**config.mk**
```make
export PLATFORM = sky130hd
export DESIGN_NAME = i2creg_top
export DESIGN_NICKNAME = d
export VERILOG_FILES = /design/src/i2creg_pkg.sv /design/src/i2creg_src_if.sv /design/src/i2creg_src_arb.sv /design/src/i2creg_top.sv
export VERILOG_INCLUDE_DIRS = /design/src
export SDC_FILE = /design/constraint.sdc
export NUM_CORES = 1
export LEC_CHECK = 0
export ABC_AREA = 1
export BUFFER_PORTS_ARGS = -buffer_cell sky130_fd_sc_hd__buf_2
export CORE_UTILIZATION = 50
export CTS_CLUSTER_DIAMETER = 40
export DETAILED_ROUTE_END_ITERATION = 8
export GPL_ROUTABILITY_DRIVEN = 0
export PLACE_DENSITY_LB_ADDON = 0.3
export SLEW_MARGIN = 20
export SYNTH_ARGS = -nofsm -noshare
export SYNTH_HDL_FRONTEND = slang
export SYNTH_SLANG_ARGS = --single-unit
```
**constraint.sdc**
```tcl
create_clock -name pclk -period 4 [get_ports pclk]
set_input_delay 0.2 -clock pclk [delete_from_list [all_inputs] [get_ports pclk]]
set_output_delay 0.2 -clock pclk [all_outputs]
set_load 0.005 [all_outputs]
```
**src/i2creg_defs.svh**
```systemverilog
/*
  Register offsets, field positions, reset values and field widths for the
  two-wire controller register front end.
  Assumes inclusion by bare name from the design files only.
*/
`ifndef I2CREG_DEFS_SVH
`define I2CREG_DEFS_SVH

// Register byte offsets
`define I2CREG_OFS_OWN_ADDR   8'h00
`define I2CREG_OFS_INT_EN     8'h04
`define I2CREG_OFS_INT_STAT   8'h08
`define I2CREG_OFS_SCL_LOW    8'h0C
`define I2CREG_OFS_SCL_HIGH   8'h10
`define I2CREG_OFS_XFER_CNT   8'h14
`define I2CREG_OFS_RX_DATA    8'h18
`define I2CREG_OFS_TGT_ADDR   8'h1C
`define I2CREG_OFS_TX_DATA    8'h20
`define I2CREG_OFS_MODE       8'h24
`define I2CREG_OFS_INT_SRC    8'h28
`define I2CREG_OFS_EXT_MODE   8'h2C
`define I2CREG_OFS_PRESCALE   8'h30
`define I2CREG_OFS_PID_ONE    8'h34
`define I2CREG_OFS_PID_TWO    8'h38
`define I2CREG_OFS_PIN_FUNC   8'h48
`define I2CREG_OFS_PIN_DIR    8'h4C
`define I2CREG_OFS_PIN_IN     8'h50
`define I2CREG_OFS_PIN_OUT    8'h54
`define I2CREG_OFS_PIN_SET    8'h58
`define I2CREG_OFS_PIN_CLR    8'h5C

// Field positions and widths
`define I2CREG_OWN_ADDRESS_FIELD_W        10
`define I2CREG_NSRC           7
`define I2CREG_MODE_FREE_BIT  14
`define I2CREG_MODE_RUN_BIT   5
`define I2CREG_MODE_XA_BIT    8
`define I2CREG_STAT_RRDY_BIT  3
`define I2CREG_STAT_XRDY_BIT  4

// Reset values
`define I2CREG_STAT_RST       7'h10
`define I2CREG_PID_ONE_VAL    32'h0000_0A5A
`define I2CREG_PID_TWO_VAL    32'h0000_0001

`endif

```
**src/i2creg_pkg.sv**
```systemverilog
/*
  Types shared by the register front end and its source arbiter.
  Assumes nothing beyond a SystemVerilog compiler.
*/
package i2creg_pkg;

  // Interrupt source codes as reported in the source register
  typedef enum logic [2:0] {
    I2CREG_SRC_NONE = 3'h0,
    I2CREG_SRC_AL   = 3'h1,
    I2CREG_SRC_NACK = 3'h2,
    I2CREG_SRC_REGISTER_ACCESS_READY = 3'h3,
    I2CREG_SRC_RRDY = 3'h4,
    I2CREG_SRC_XRDY = 3'h5,
    I2CREG_SRC_SCD  = 3'h6,
    I2CREG_SRC_AAS  = 3'h7
  } i2creg_src_t;

  // Reporting state of the interrupt line
  typedef enum logic [1:0] {
    I2CREG_ST_IDLE = 2'b01,
    I2CREG_ST_REQ  = 2'b10
  } i2creg_irq_st_t;

endpackage

```
**src/i2creg_src_if.sv**
```systemverilog
/*
  Carrier between the register bank and the source arbiter.
  Assumes both ends run on the same clock.
*/
`timescale 1ns/1ns
interface i2creg_src_if;
  logic [6:0] pending;
  logic [2:0] code;
  logic       any;

  modport bank (output pending, input code, input any);
  modport arb  (input pending, output code, output any);
endinterface

```
**src/i2creg_src_arb.sv**
```systemverilog
/*
  Picks the lowest-numbered pending enabled source and encodes it.
  Assumes pending already holds flag AND enable per source.
*/
`timescale 1ns/1ns
module i2creg_src_arb
  import i2creg_pkg::*;
(
  // Carrier
  i2creg_src_if.arb src
);

  ////////////////////////////////////////////////////////////////////////
  // Priority encode, arbitration lost first
  always_comb begin
    src.code = 3'h0;
    src.any  = |src.pending;
    for (int i = 6; i >= 0; i--) begin
      if (src.pending[i]) begin
        src.code = 3'(i + 1);
      end
    end
  end

endmodule // i2creg_src_arb

```
**src/i2creg_top.sv**
```systemverilog
/*
  APB register front end of a two-wire serial bus controller: address map,
  own address with 7/10-bit match, per-source interrupt enables, read side
  effects of receive data and interrupt source registers, module run bit.
  Assumes an APB master on pclk and a protocol engine feeding event pulses
  and received bytes; the shifting and pin timing live outside this block.
*/
`timescale 1ns/1ns
`include "i2creg_defs.svh"
module i2creg_top
  import i2creg_pkg::*;
(
  // Clock and reset
  input  wire logic        pclk,
  input  wire logic        presetn,
  // APB slave
  input  wire logic        psel,
  input  wire logic        penable,
  input  wire logic        pwrite,
  input  wire logic [7:0]  paddr,
  input  wire logic [31:0] pwdata,
  output logic      [31:0] prdata,
  output logic             pready,
  output logic             pslverr,
  // Protocol engine events, one-cycle pulses on pclk
  input  wire logic [6:0]  evt_set,
  input  wire logic        rx_byte_valid,
  input  wire logic [7:0]  rx_byte,
  input  wire logic [9:0]  bus_addr,
  // Engine control and status
  output logic             addr_match,
  output logic             engine_run,
  output logic             irq,
  // Bus pins, open drain
  input  wire logic        scl_in,
  input  wire logic        sda_in,
  output logic             scl_oe,
  output logic             sda_oe,
  output logic             scl_out,
  output logic             sda_out
);

  ////////////////////////////////////////////////////////////////////////
  // Declarations
  logic [`I2CREG_OWN_ADDRESS_FIELD_W-1:0] own_addr_q;
  logic [6:0]  int_en_q;
  logic [6:0]  flags_q;
  logic [31:0] scl_low_q;
  logic [31:0] scl_high_q;
  logic [15:0] xfer_cnt_q;
  logic [7:0]  rx_data_q;
  logic [9:0]  tgt_addr_q;
  logic [7:0]  tx_data_q;
  logic [15:0] mode_q;
  logic [31:0] ext_mode_q;
  logic [7:0]  prescale_q;
  logic [1:0]  pin_func_q;
  logic [1:0]  pin_dir_q;
  logic [1:0]  pin_out_q;
  logic [1:0]  pin_in_meta_q;
  logic [1:0]  pin_in_q;
  logic [2:0]  src_rep_q;
  i2creg_irq_st_t irq_st_q;
  logic        wr_acc;
  logic        rd_acc;
  logic        hit;
  logic [31:0] rdata;
  logic        run;
  logic        rd_rx;
  logic        rd_src;
  logic        src_hold;
  logic [6:0]  w1c;
  logic [6:0]  rd_clr;

  i2creg_src_if src ();

  i2creg_src_arb u_arb (
    .src (src)
  );

  ////////////////////////////////////////////////////////////////////////
  // Access strobes; single-cycle access phase
  assign wr_acc = psel & penable & pwrite;
  assign rd_acc = psel & penable & ~pwrite;
  assign run    = mode_q[`I2CREG_MODE_RUN_BIT];
  assign rd_rx  = rd_acc & (paddr == `I2CREG_OFS_RX_DATA);
  assign rd_src = rd_acc & (paddr == `I2CREG_OFS_INT_SRC);
  // Source register addressed, setup or access; its code must not move
  assign src_hold = psel & (paddr == `I2CREG_OFS_INT_SRC);

  // Arbiter sees pending enabled sources
  assign src.pending = flags_q & int_en_q;

  ////////////////////////////////////////////////////////////////////////
  // Read mux; an unmapped hole answers zero with pslverr
  always_comb begin
    rdata = 32'h0000_0000;
    hit   = 1'b1;
    if (paddr == `I2CREG_OFS_OWN_ADDR) begin
      rdata = {22'h0, own_addr_q};
    end else if (paddr == `I2CREG_OFS_INT_EN) begin
      rdata = {25'h0, int_en_q};
    end else if (paddr == `I2CREG_OFS_INT_STAT) begin
      rdata = {25'h0, flags_q};
    end else if (paddr == `I2CREG_OFS_SCL_LOW) begin
      rdata = scl_low_q;
    end else if (paddr == `I2CREG_OFS_SCL_HIGH) begin
      rdata = scl_high_q;
    end else if (paddr == `I2CREG_OFS_XFER_CNT) begin
      rdata = {16'h0, xfer_cnt_q};
    end else if (paddr == `I2CREG_OFS_RX_DATA) begin
      rdata = {24'h0, rx_data_q};
    end else if (paddr == `I2CREG_OFS_TGT_ADDR) begin
      rdata = {22'h0, tgt_addr_q};
    end else if (paddr == `I2CREG_OFS_TX_DATA) begin
      rdata = {24'h0, tx_data_q};
    end else if (paddr == `I2CREG_OFS_MODE) begin
      rdata = {16'h0, mode_q};
    end else if (paddr == `I2CREG_OFS_INT_SRC) begin
      rdata = {29'h0, src_rep_q};
    end else if (paddr == `I2CREG_OFS_EXT_MODE) begin
      rdata = ext_mode_q;
    end else if (paddr == `I2CREG_OFS_PRESCALE) begin
      rdata = {24'h0, prescale_q};
    end else if (paddr == `I2CREG_OFS_PID_ONE) begin
      rdata = `I2CREG_PID_ONE_VAL;  // Arbitrary identification value
    end else if (paddr == `I2CREG_OFS_PID_TWO) begin
      rdata = `I2CREG_PID_TWO_VAL;  // Arbitrary identification value
    end else if (paddr == `I2CREG_OFS_PIN_FUNC) begin
      rdata = {30'h0, pin_func_q};
    end else if (paddr == `I2CREG_OFS_PIN_DIR) begin
      rdata = {30'h0, pin_dir_q};
    end else if (paddr == `I2CREG_OFS_PIN_IN) begin
      rdata = {30'h0, pin_in_q};
    end else if (paddr == `I2CREG_OFS_PIN_OUT) begin
      rdata = {30'h0, pin_out_q};
    end else if (paddr == `I2CREG_OFS_PIN_SET) begin
      rdata = 32'h0000_0000;  // Write-only
    end else if (paddr == `I2CREG_OFS_PIN_CLR) begin
      rdata = 32'h0000_0000;  // Write-only
    end else begin
      hit = 1'b0;
    end
  end

  ////////////////////////////////////////////////////////////////////////
  // APB answer registered; zero wait state, pready always high after reset
  always_ff @(posedge pclk or negedge presetn) begin
    if (!presetn) begin
      prdata  <= 32'h0000_0000;
      pready  <= 1'b0;
      pslverr <= 1'b0;
    end else begin
      pready  <= 1'b1;
      pslverr <= psel & ~penable & ~hit;
      if (psel & ~penable & ~pwrite) begin
        prdata <= rdata;
      end
    end
  end

  ////////////////////////////////////////////////////////////////////////
  // Plain configuration registers; reserved bits never stored
  always_ff @(posedge pclk or negedge presetn) begin
    if (!presetn) begin
      own_addr_q <= 10'h000;
      int_en_q   <= 7'h00;
      scl_low_q  <= 32'h0000_0000;
      scl_high_q <= 32'h0000_0000;
      xfer_cnt_q <= 16'h0000;
      tgt_addr_q <= 10'h3FF;
      tx_data_q  <= 8'h00;
      mode_q     <= 16'h0000;
      ext_mode_q <= 32'h0000_0001;
      prescale_q <= 8'h00;
    end else if (wr_acc) begin
      if (paddr == `I2CREG_OFS_OWN_ADDR) begin
        own_addr_q <= pwdata[9:0];
      end else if (paddr == `I2CREG_OFS_INT_EN) begin
        int_en_q <= pwdata[6:0];
      end else if (paddr == `I2CREG_OFS_SCL_LOW) begin
        scl_low_q <= pwdata;
      end else if (paddr == `I2CREG_OFS_SCL_HIGH) begin
        scl_high_q <= pwdata;
      end else if (paddr == `I2CREG_OFS_XFER_CNT) begin
        xfer_cnt_q <= pwdata[15:0];
      end else if (paddr == `I2CREG_OFS_TGT_ADDR) begin
        tgt_addr_q <= pwdata[9:0];
      end else if (paddr == `I2CREG_OFS_TX_DATA) begin
        tx_data_q <= pwdata[7:0];
      end else if (paddr == `I2CREG_OFS_MODE) begin
        mode_q <= pwdata[15:0];  // Free-run bit kept for readback only
      end else if (paddr == `I2CREG_OFS_EXT_MODE) begin
        ext_mode_q <= pwdata;
      end else if (paddr == `I2CREG_OFS_PRESCALE) begin
        prescale_q <= pwdata[7:0];
      end
    end
  end

  ////////////////////////////////////////////////////////////////////////
  // Pin function registers with set and clear strobes
  always_ff @(posedge pclk or negedge presetn) begin
    if (!presetn) begin
      pin_func_q <= 2'h0;
      pin_dir_q  <= 2'h0;
      pin_out_q  <= 2'h0;
    end else if (wr_acc) begin
      if (paddr == `I2CREG_OFS_PIN_FUNC) begin
        pin_func_q <= pwdata[1:0];
      end else if (paddr == `I2CREG_OFS_PIN_DIR) begin
        pin_dir_q <= pwdata[1:0];
      end else if (paddr == `I2CREG_OFS_PIN_OUT) begin
        pin_out_q <= pwdata[1:0];
      end else if (paddr == `I2CREG_OFS_PIN_SET) begin
        pin_out_q <= pin_out_q | pwdata[1:0];
      end else if (paddr == `I2CREG_OFS_PIN_CLR) begin
        pin_out_q <= pin_out_q & ~pwdata[1:0];
      end
    end
  end

  ////////////////////////////////////////////////////////////////////////
  // Pin inputs cross in through two flops; bit 0 clock line, bit 1 data
  always_ff @(posedge pclk or negedge presetn) begin
    if (!presetn) begin
      pin_in_meta_q <= 2'h3;
      pin_in_q      <= 2'h3;
    end else begin
      pin_in_meta_q <= {sda_in, scl_in};
      pin_in_q      <= pin_in_meta_q;
    end
  end

  ////////////////////////////////////////////////////////////////////////
  // Clear terms: write-one-to-clear and source-read clear
  assign w1c    = (wr_acc && paddr == `I2CREG_OFS_INT_STAT) ? pwdata[6:0] : 7'h00;
  assign rd_clr = (rd_src && src_rep_q != 3'h0) ? 7'(7'h01 << (src_rep_q - 3'h1)) : 7'h00;

  ////////////////////////////////////////////////////////////////////////
  // Status flags; a new event wins over a clear in the same cycle
  always_ff @(posedge pclk or negedge presetn) begin
    if (!presetn) begin
      flags_q <= `I2CREG_STAT_RST;
    end else if (!run) begin
      flags_q <= `I2CREG_STAT_RST;
    end else begin
      for (int i = 0; i < `I2CREG_NSRC; i++) begin
        if (evt_set[i] || (i == `I2CREG_STAT_RRDY_BIT && rx_byte_valid)) begin
          flags_q[i] <= 1'b1;
        end else if (w1c[i] || rd_clr[i] || (i == `I2CREG_STAT_RRDY_BIT && rd_rx)) begin
          flags_q[i] <= 1'b0;
        end
      end
    end
  end

  ////////////////////////////////////////////////////////////////////////
  // Receive data holding register, loaded as each byte lands while the run bit is set
  always_ff @(posedge pclk or negedge presetn) begin
    if (!presetn) begin
      rx_data_q <= 8'h00;
    end else if (rx_byte_valid && run) begin
      rx_data_q <= rx_byte;
    end
  end

  ////////////////////////////////////////////////////////////////////////
  // Source report and request line. A source read drops the request for
  // one cycle so the next pending source shows as a fresh rising edge.
  // The code is frozen while the source register is addressed, so the
  // flag cleared at the access edge is the one the read returned.
  always_ff @(posedge pclk or negedge presetn) begin
    if (!presetn) begin
      irq_st_q  <= I2CREG_ST_IDLE;
      src_rep_q <= 3'h0;
      irq       <= 1'b0;
    end else begin
      case (irq_st_q)
        I2CREG_ST_IDLE: begin
          irq <= 1'b0;
          if (!src_hold) begin
            if (src.any) begin
              irq_st_q  <= I2CREG_ST_REQ;
              src_rep_q <= src.code;
              irq       <= 1'b1;
            end else begin
              src_rep_q <= 3'h0;
            end
          end
        end
        I2CREG_ST_REQ: begin
          if (rd_src || !src.any) begin
            irq_st_q <= I2CREG_ST_IDLE;
            irq      <= 1'b0;
          end else if (!src_hold) begin
            src_rep_q <= src.code;
          end
        end
        default: begin
          irq_st_q <= I2CREG_ST_IDLE;
          irq      <= 1'b0;
        end
      endcase
    end
  end

  ////////////////////////////////////////////////////////////////////////
  // Address match and pin drive; pins released while the run bit is high
  always_ff @(posedge pclk or negedge presetn) begin
    if (!presetn) begin
      addr_match <= 1'b0;
      engine_run <= 1'b0;
      scl_oe     <= 1'b0;
      sda_oe     <= 1'b0;
      scl_out    <= 1'b0;
      sda_out    <= 1'b0;
    end else begin
      engine_run <= run;
      if (mode_q[`I2CREG_MODE_XA_BIT]) begin
        addr_match <= run & (bus_addr == own_addr_q);
      end else begin
        addr_match <= run & (bus_addr[6:0] == own_addr_q[6:0]);
      end
      // Open drain: enable means pulling low
      scl_oe  <= ~run & pin_func_q[0] & pin_dir_q[0] & ~pin_out_q[0];
      sda_oe  <= ~run & pin_func_q[0] & pin_dir_q[1] & ~pin_out_q[1];
      scl_out <= 1'b0;
      sda_out <= 1'b0;
    end
  end

endmodule // i2creg_top

```
### Yosys cells after proc, flatten, opt, wreduce, memory -nomap -nowiden

Index checks and enable logic that the tools add are counted.

| word-level totals | value |
|---|---|
| input bits | 73 |
| register bits after elaboration | 240 |
| word-level logic and storage cells | 223 |
| output and inout port bits | 41 |

| cells by class | value |
|---|---|
| $add $sub $neg | 1 |
| bitwise gates (word level) | 37 |
| reductions and logical operators | 34 |
| shift-type cells | 1 |
| equality and inequality tests | 36 |
| multiplexer cells | 81 |

Operators with widths:

| kind | count |
|---|---|
| $mux W32 | 12 |
| $eq A8 B6 Y1 const B | 7 |
| $eq A8 B7 Y1 const B | 6 |
| $mux W1 | 39 |
| $mux W3 | 11 |
| $eq A8 B5 Y1 const B | 4 |
| $mux W12 | 2 |
| $mux W2 | 11 |
| $mux W7 | 3 |
| $ne A3 B2 Y1 const B | 6 |
| $not A1 Y1 | 17 |
| $and A1 B1 Y1 | 16 |
| $eq A8 B4 Y1 const B | 2 |
| $reduce_and A4 Y1 | 3 |
| $reduce_and A11 Y1 | 1 |
| $eq A10 B10 Y1 | 1 |
| $logic_or A1 B1 Y1 | 10 |
| $ne A2 B2 Y1 const B | 5 |
| $reduce_and A10 Y1 | 1 |
| $reduce_and A3 Y1 | 3 |
| $reduce_and A9 Y1 | 1 |
| $eq A8 B3 Y1 const B | 1 |
| $logic_not A8 Y1 | 1 |
| $reduce_and A8 Y1 | 1 |
| other kinds (22) | 26 |

### Depth between registers and ports, before layout

| logic depth | value |
|---|---|
| depth in word-level cells | 24 |
| mapped depth | 16 |
| depth with buffers taken out | 16 |

### Cells and area by module

A second synthesis with hierarchy kept.

| second synthesis, totals | value |
|---|---|
| cells, all modules | 1226 |
| area, all modules | 10681.5 µm² |

By module, submodules not included:

| module | cells an instance | times used | seq. area each (µm²) | area each (µm²) |
|---|---|---|---|---|
| i2creg_top | 1206 | 1 | 6027.0 | 10590.2 |
| i2creg_src_arb | 20 | 1 | 0.0 | 91.3 |

### Worst setup path after synthesis

OpenSTA, ideal clock, no wires.

| timing | value |
|---|---|
| path type | input-to-reg |
| start | input paddr[0] |
| end | register ext_mode_q[5] |
| cell stages on the path | 10 |
| arrival time | 1499 ps |
| buffers on the path | 2 |
| slack | 2371 ps |
| setup time | 130 ps |
| required time | 3870 ps |
| path through | inv_1 -> nand2_2 -> nor2_4 -> inv_1 -> nor2_4 -> buf_2 -> nand2_1 -> clkbuf_1 -> nand2_1 -> o21ai_0 |

| between the ends | value |
|---|---|
| cells in the longest elaborated chain, start to end | 3 |
| elaborated cells between the ends (all ways) | 18 |
| classes of those cells | eq/ne: 8; bitwise: 8; reduce/logical: 2 |

Ends and longest elaborated chain:

| element | RTL line | RTL |
|---|---|---|
| start, declared | i2creg_top.sv:20 | `input wire logic [7:0] paddr,` |
| $eq A8 B6 Y1 (no line), or another cell as far along | - |  |
| $not A1 Y1 (no line) | - |  |
| $reduce_and A10 Y1 (no line) * | - |  |
| end signal, assigned | i2creg_top.sv:194 | `ext_mode_q <= pwdata;` |
| end, declared | i2creg_top.sv:55 | `logic [31:0] ext_mode_q;` |

Mark *: on every way between the ends. The rest lies on a longest branch, timed or not.
A chain may end at the register's enable or synchronous reset.

### Final worst setup path

| timing | value |
|---|---|
| start | register own_addr_q[0] |
| end | register addr_match |

| between the ends | value |
|---|---|
| cells in the longest elaborated chain, start to end | 3 |
| elaborated cells between the ends (all ways) | 5 |
| classes of those cells | eq/ne: 2; mux: 1; bitwise: 2 |

Ends and longest elaborated chain:

| element | RTL line | RTL |
|---|---|---|
| start, declared | i2creg_top.sv:45 | `` logic [`I2CREG_OWN_ADDRESS_FIELD_W-1:0] own_addr_q; `` |
| start signal, assigned | i2creg_top.sv:178 | `own_addr_q <= pwdata[9:0];` |
| $eq A10 B10 Y1 / $eq A7 B7 Y1 (equally long branches) | i2creg_top.sv:321, i2creg_top.sv:323 |  |
| $and A1 B1 Y1, on equally long branches | i2creg_top.sv:321, i2creg_top.sv:323 |  |
| $mux W1 * | i2creg_top.sv:320 | `` if (mode_q[`I2CREG_MODE_XA_BIT]) begin `` |
| end signal, assigned | i2creg_top.sv:321 | `addr_match <= run & (bus_addr == own_addr_q);` |
| end signal, assigned | i2creg_top.sv:323 | `addr_match <= run & (bus_addr[6:0] == own_addr_q[6:0]);` |
| end, declared | i2creg_top.sv:31 | `output logic addr_match,` |

Marks and branches as above.

==> metrics.md <==
| Metric | Value |
|---|---|
| GRT overflow | 0 |
| Dpl hpwl | 18,000 um |
| HP Class | in -> reg |
| Clk root buf | clkbuf_16 |
| Top Layer Used | met4 |
| Reg2reg setup slack | 1.78 ns |
| Total track usage | 27.0% |
| Yosys reg bits | 240 |
| Critical path origin | own_addr_q[0] |
| P_sw | 1360 uW |
| DRT iter0 DRCs | 764 |
| TritonCTS Buffers | 35 |
| Antenna Nets Post-Route | 0 |
| Total power | 5920 uW |
| CP Launch Type | register |
| Fmax | 451 MHz |
| Tmin final | 2.22 ns |
| Initial antenna violation count | 0 |
| Multi-input gate area | 0.00396 mm2 |
| Final WL | 28,200 um |
| Io pins | 114 |
| Number of setup violations in the final report | 0 |
| Maxcap violations | 0 |
| Cell taking the most area after synthesis | dfrtp_1 |
| Synth Flop Type | dfrtp_1 |
| CTS sink cnt | 240 |
| Clk pin slew, worst setup/hold paths | 0.05 ns |
| Setup Skew | 0.0127 ns |
| Critical R2R Launch | own_addr_q[0] |
| Synth cell types | 47 |
| H-tree lvl count | 2 |
| Post-synth EDFFs | 0 |
| Area growth from synthesis to layout | 21.7% |
| DRC viols | 0 |
| Die width | 148 um |
| Commonest non-fill, non-tap cell in the layout | nand2_1 |
| WP data arrival | 2.67 ns |
| Top post-synthesis cells by area | dfrtp_1 53%, nand2_1 13%, o21ai_0 11% |
| Slew Limit Fails | 0 |
| Commonest non-fill, non-tap cells in the layout | 353 x nand2_1, 228 x o21ai_0, 223 x dfrtp_1 |
| Min-Delay Endpoint | scl_low_q[27] |
| Sw Ratio | 22.9% |
| Number of global-route vias before repair | 8,811 |
| Setup TNS | 0 ns |
| Slew @ Worst Pin | 0.986 ns |
| DR WL met3 | 2020 um |
| Peak supply drop | 0.225 mV |
| Outcome | finished clean |
| Port buffer count | 111 |
| CP Max Fanout | 3 |
| Post-CTS resize count | 0 |
| Fillers | 1,733 |
| Reg area | 0.00603 mm2 |
| Final Cycle Share | 55.5% |
| Crit. End Element | register |
| Hold Startpoint | pwdata[27] |
| Crit path kind | reg -> reg |
| Worst endpoint required time | 4.45 ns |
| Post-synth ARST share | 100% |
| Power share of the clock group | 53.0% |
| Ant. Diodes | 0 |
| Slew headroom | 34.2% |
| Syn. warnings | 0 |
| Site Rows | 52 |
| Pre-CTS setup slack | 1.36 ns |
| Power density over the cells | 460 mW/mm2 |
| Hold Violations, Final | 0 |
| Die area | 0.0218 mm2 |
| Final net count | 1,440 |
| First-pass GRT wire length | 46,300 um |
| Drt pass-1 iters | 5 |
| Core box area | 0.0205 mm2 |
| Post-Syn Area per Cell | 8.61 um2 |
| DRT met1 WL | 12,400 um |
| Vias | 9,113 |
| Syn Inst Count | 1,230 |
| Worst r2r path cells | 6 |
| RSZ-0062 raised after global routing | no |
| Synth top area share | 52.7% |
| Comb power frac | 4.5% |
| RR Endpoint | addr_match |
| Post-DR wirelength/cell | 17.0 um |
| Final worst setup slack | 1.78 ns |
| Mapped Area | 0.0106 mm2 |
| Share of cells above drive strength 1 | 16.4% |
| Vias per Instance | 5.48 |
| Pleak | 0.00623 uW |
| Die H | 148 um |
| TritonCTS clock tree | done |
| Largest net degree at the start of global routing | 132 |
| Internal power component | 4570 uW |
| Routed wl met2 | 13,200 um |
| Sequential share of power | 42.4% |
| Hold Path Cell Cnt | 3 |
| Starting Density | 51.7% |
| CTS max path bufs | 3 |
| Clock latency on the worst-skew pair | 0.51 ns |
| Sequential element share of the synthesized area | 56.9% |
==> through the flow <==
stage | std cells | hold WS, ns | utilization [%] | area (um2)
after floorplan | 1231 | -0.0956 | - | 10600
after global placement | 1569 | 0.306 | 55.4 | 11400
after detailed placement | 1569 | 0.306 | 55.4 | 11400
after CTS | 1662 | 0.00456 | 62.8 | 12900
after global routing | 1662 | 0.00756 | 62.9 | 12900
final | 1662 | 0.00775 | 62.9 | 12900
==> registers in the layout (all words and copies together) (netlist names), 2 cells and up, named ones only <==
| signal | count |
|---|---|
| own_addr_q | 10 |
| pin_dir_q | 2 |
| prdata | 32 |
| pin_in_q | 2 |
| pin_in_meta_q | 2 |
| flags_q | 7 |
| ext_mode_q | 32 |
| irq_st_q | 2 |
| tgt_addr_q | 10 |
| scl_high_q | 32 |
| xfer_cnt_q | 16 |
| tx_data_q | 8 |
| rx_data_q | 8 |
| scl_low_q | 32 |
| int_en_q | 7 |
| mode_q | 16 |
| pin_func_q | 2 |
| prescale_q | 8 |
| src_rep_q | 3 |
==> logic make-up (layout without fill, tap and decap cells) <==
logic type | after synthesis | count (layout) | synth area share, %
other | 2 | 3 | 0.0709
multiplexers | 5 | 5 | 0.508
AND/OR/NAND/NOR | 495 | 495 | 19.4
XOR/XNOR | 6 | 6 | 0.496
flip-flops | 240 | 240 | 56.9
AO/OA/AOI/OAI | 323 | 323 | 16.6
adder cells (fa/ha/maj) | 1 | 1 | 0.118
buffers and inverters | 158 | 319 | 5.85
==> worst max-delay path: stages (launching register included) <==
cell	delay, ns
dfrtp_1	0.37
inv_1	0.12
or2_2	0.13
nand3_1	0.05
dlygate4sd3_1	0.56
a2111oi_0	0.33
dlygate4sd3_1	0.59
==> routing by layer <==
layer / vias up / GRT usage [%]
met5: - / 0
met4: 0 / 8.71
met3: 50 / 4.48
met2: 351 / 42.6
met1: 4367 / 38.2
li1: 4345 / -
==> cells in the mapped netlist, types with 2 or more instances <==
cell,n
nand2_1,354
o21ai_0,228
dfrtp_1,223
inv_1,99
nor2_1,62
a21oi_1,46
clkbuf_1,35
nand4_1,26
nand3_1,21
dfstp_2,17
buf_2,15
a22o_1,13
nor3_1,7
or2_2,7
o21ai_1,6
a31oi_1,5
a32o_1,4
nor2_2,4
a211oi_1,3
a2bb2oi_1,3
clkinv_1,3
inv_2,3
mux2_2,3
nand2_2,3
nor2_4,3
o211ai_1,3
o221ai_1,3
xnor2_1,3
xor2_1,3
a2111oi_0,2
buf_4,2
conb_1,2
mux2i_1,2
nand3b_1,2
nor4_1,2
o22ai_1,2
==> area by class of cell <==
| class | instances | area share, % |
|---|---|---|
| tap | 270 | 2.62 |
| clock inverter | 22 | 2.06 |
| inverter | 105 | 3.06 |
| timing repair buffer | 151 | 7.40 |
| clock buffer | 41 | 7.36 |
| multi-input combinational | 833 | 30.7 |
| sequential | 240 | 46.8 |
==> power by group through the flow <==
stage	logic (uW)	clock network, uW	registers (uW)
2_1_floorplan	102	0	2550
3_3_place_gp	242	0	2550
3_5_place_dp	247	0	2550
4_1_cts	271	3170	2510
5_1_grt	303	3290	2520
6_report	269	3140	2510
==> worst max path at each step <==
stage / end / slack (ns) / cells after the start
6_report: addr_match / 1.78 / 6
5_1_grt: xfer_cnt_q[15] / 1.60 / 8
4_1_cts: addr_match / 1.82 / 6
3_5_place_dp: prdata[5] / 1.36 / 14
3_3_place_gp: prdata[5] / 1.43 / 14
2_1_floorplan: ext_mode_q[5] / 2.37 / 10
==> repair_timing <==
| item | in CTS | in global routing |
|---|---|---|
| buffers inserted | 0 | 0 |
| hold buffers | 30 | 0 |
| hold endpoints to repair | 149 | 0 |
Power figures use the tool's default switching activity.
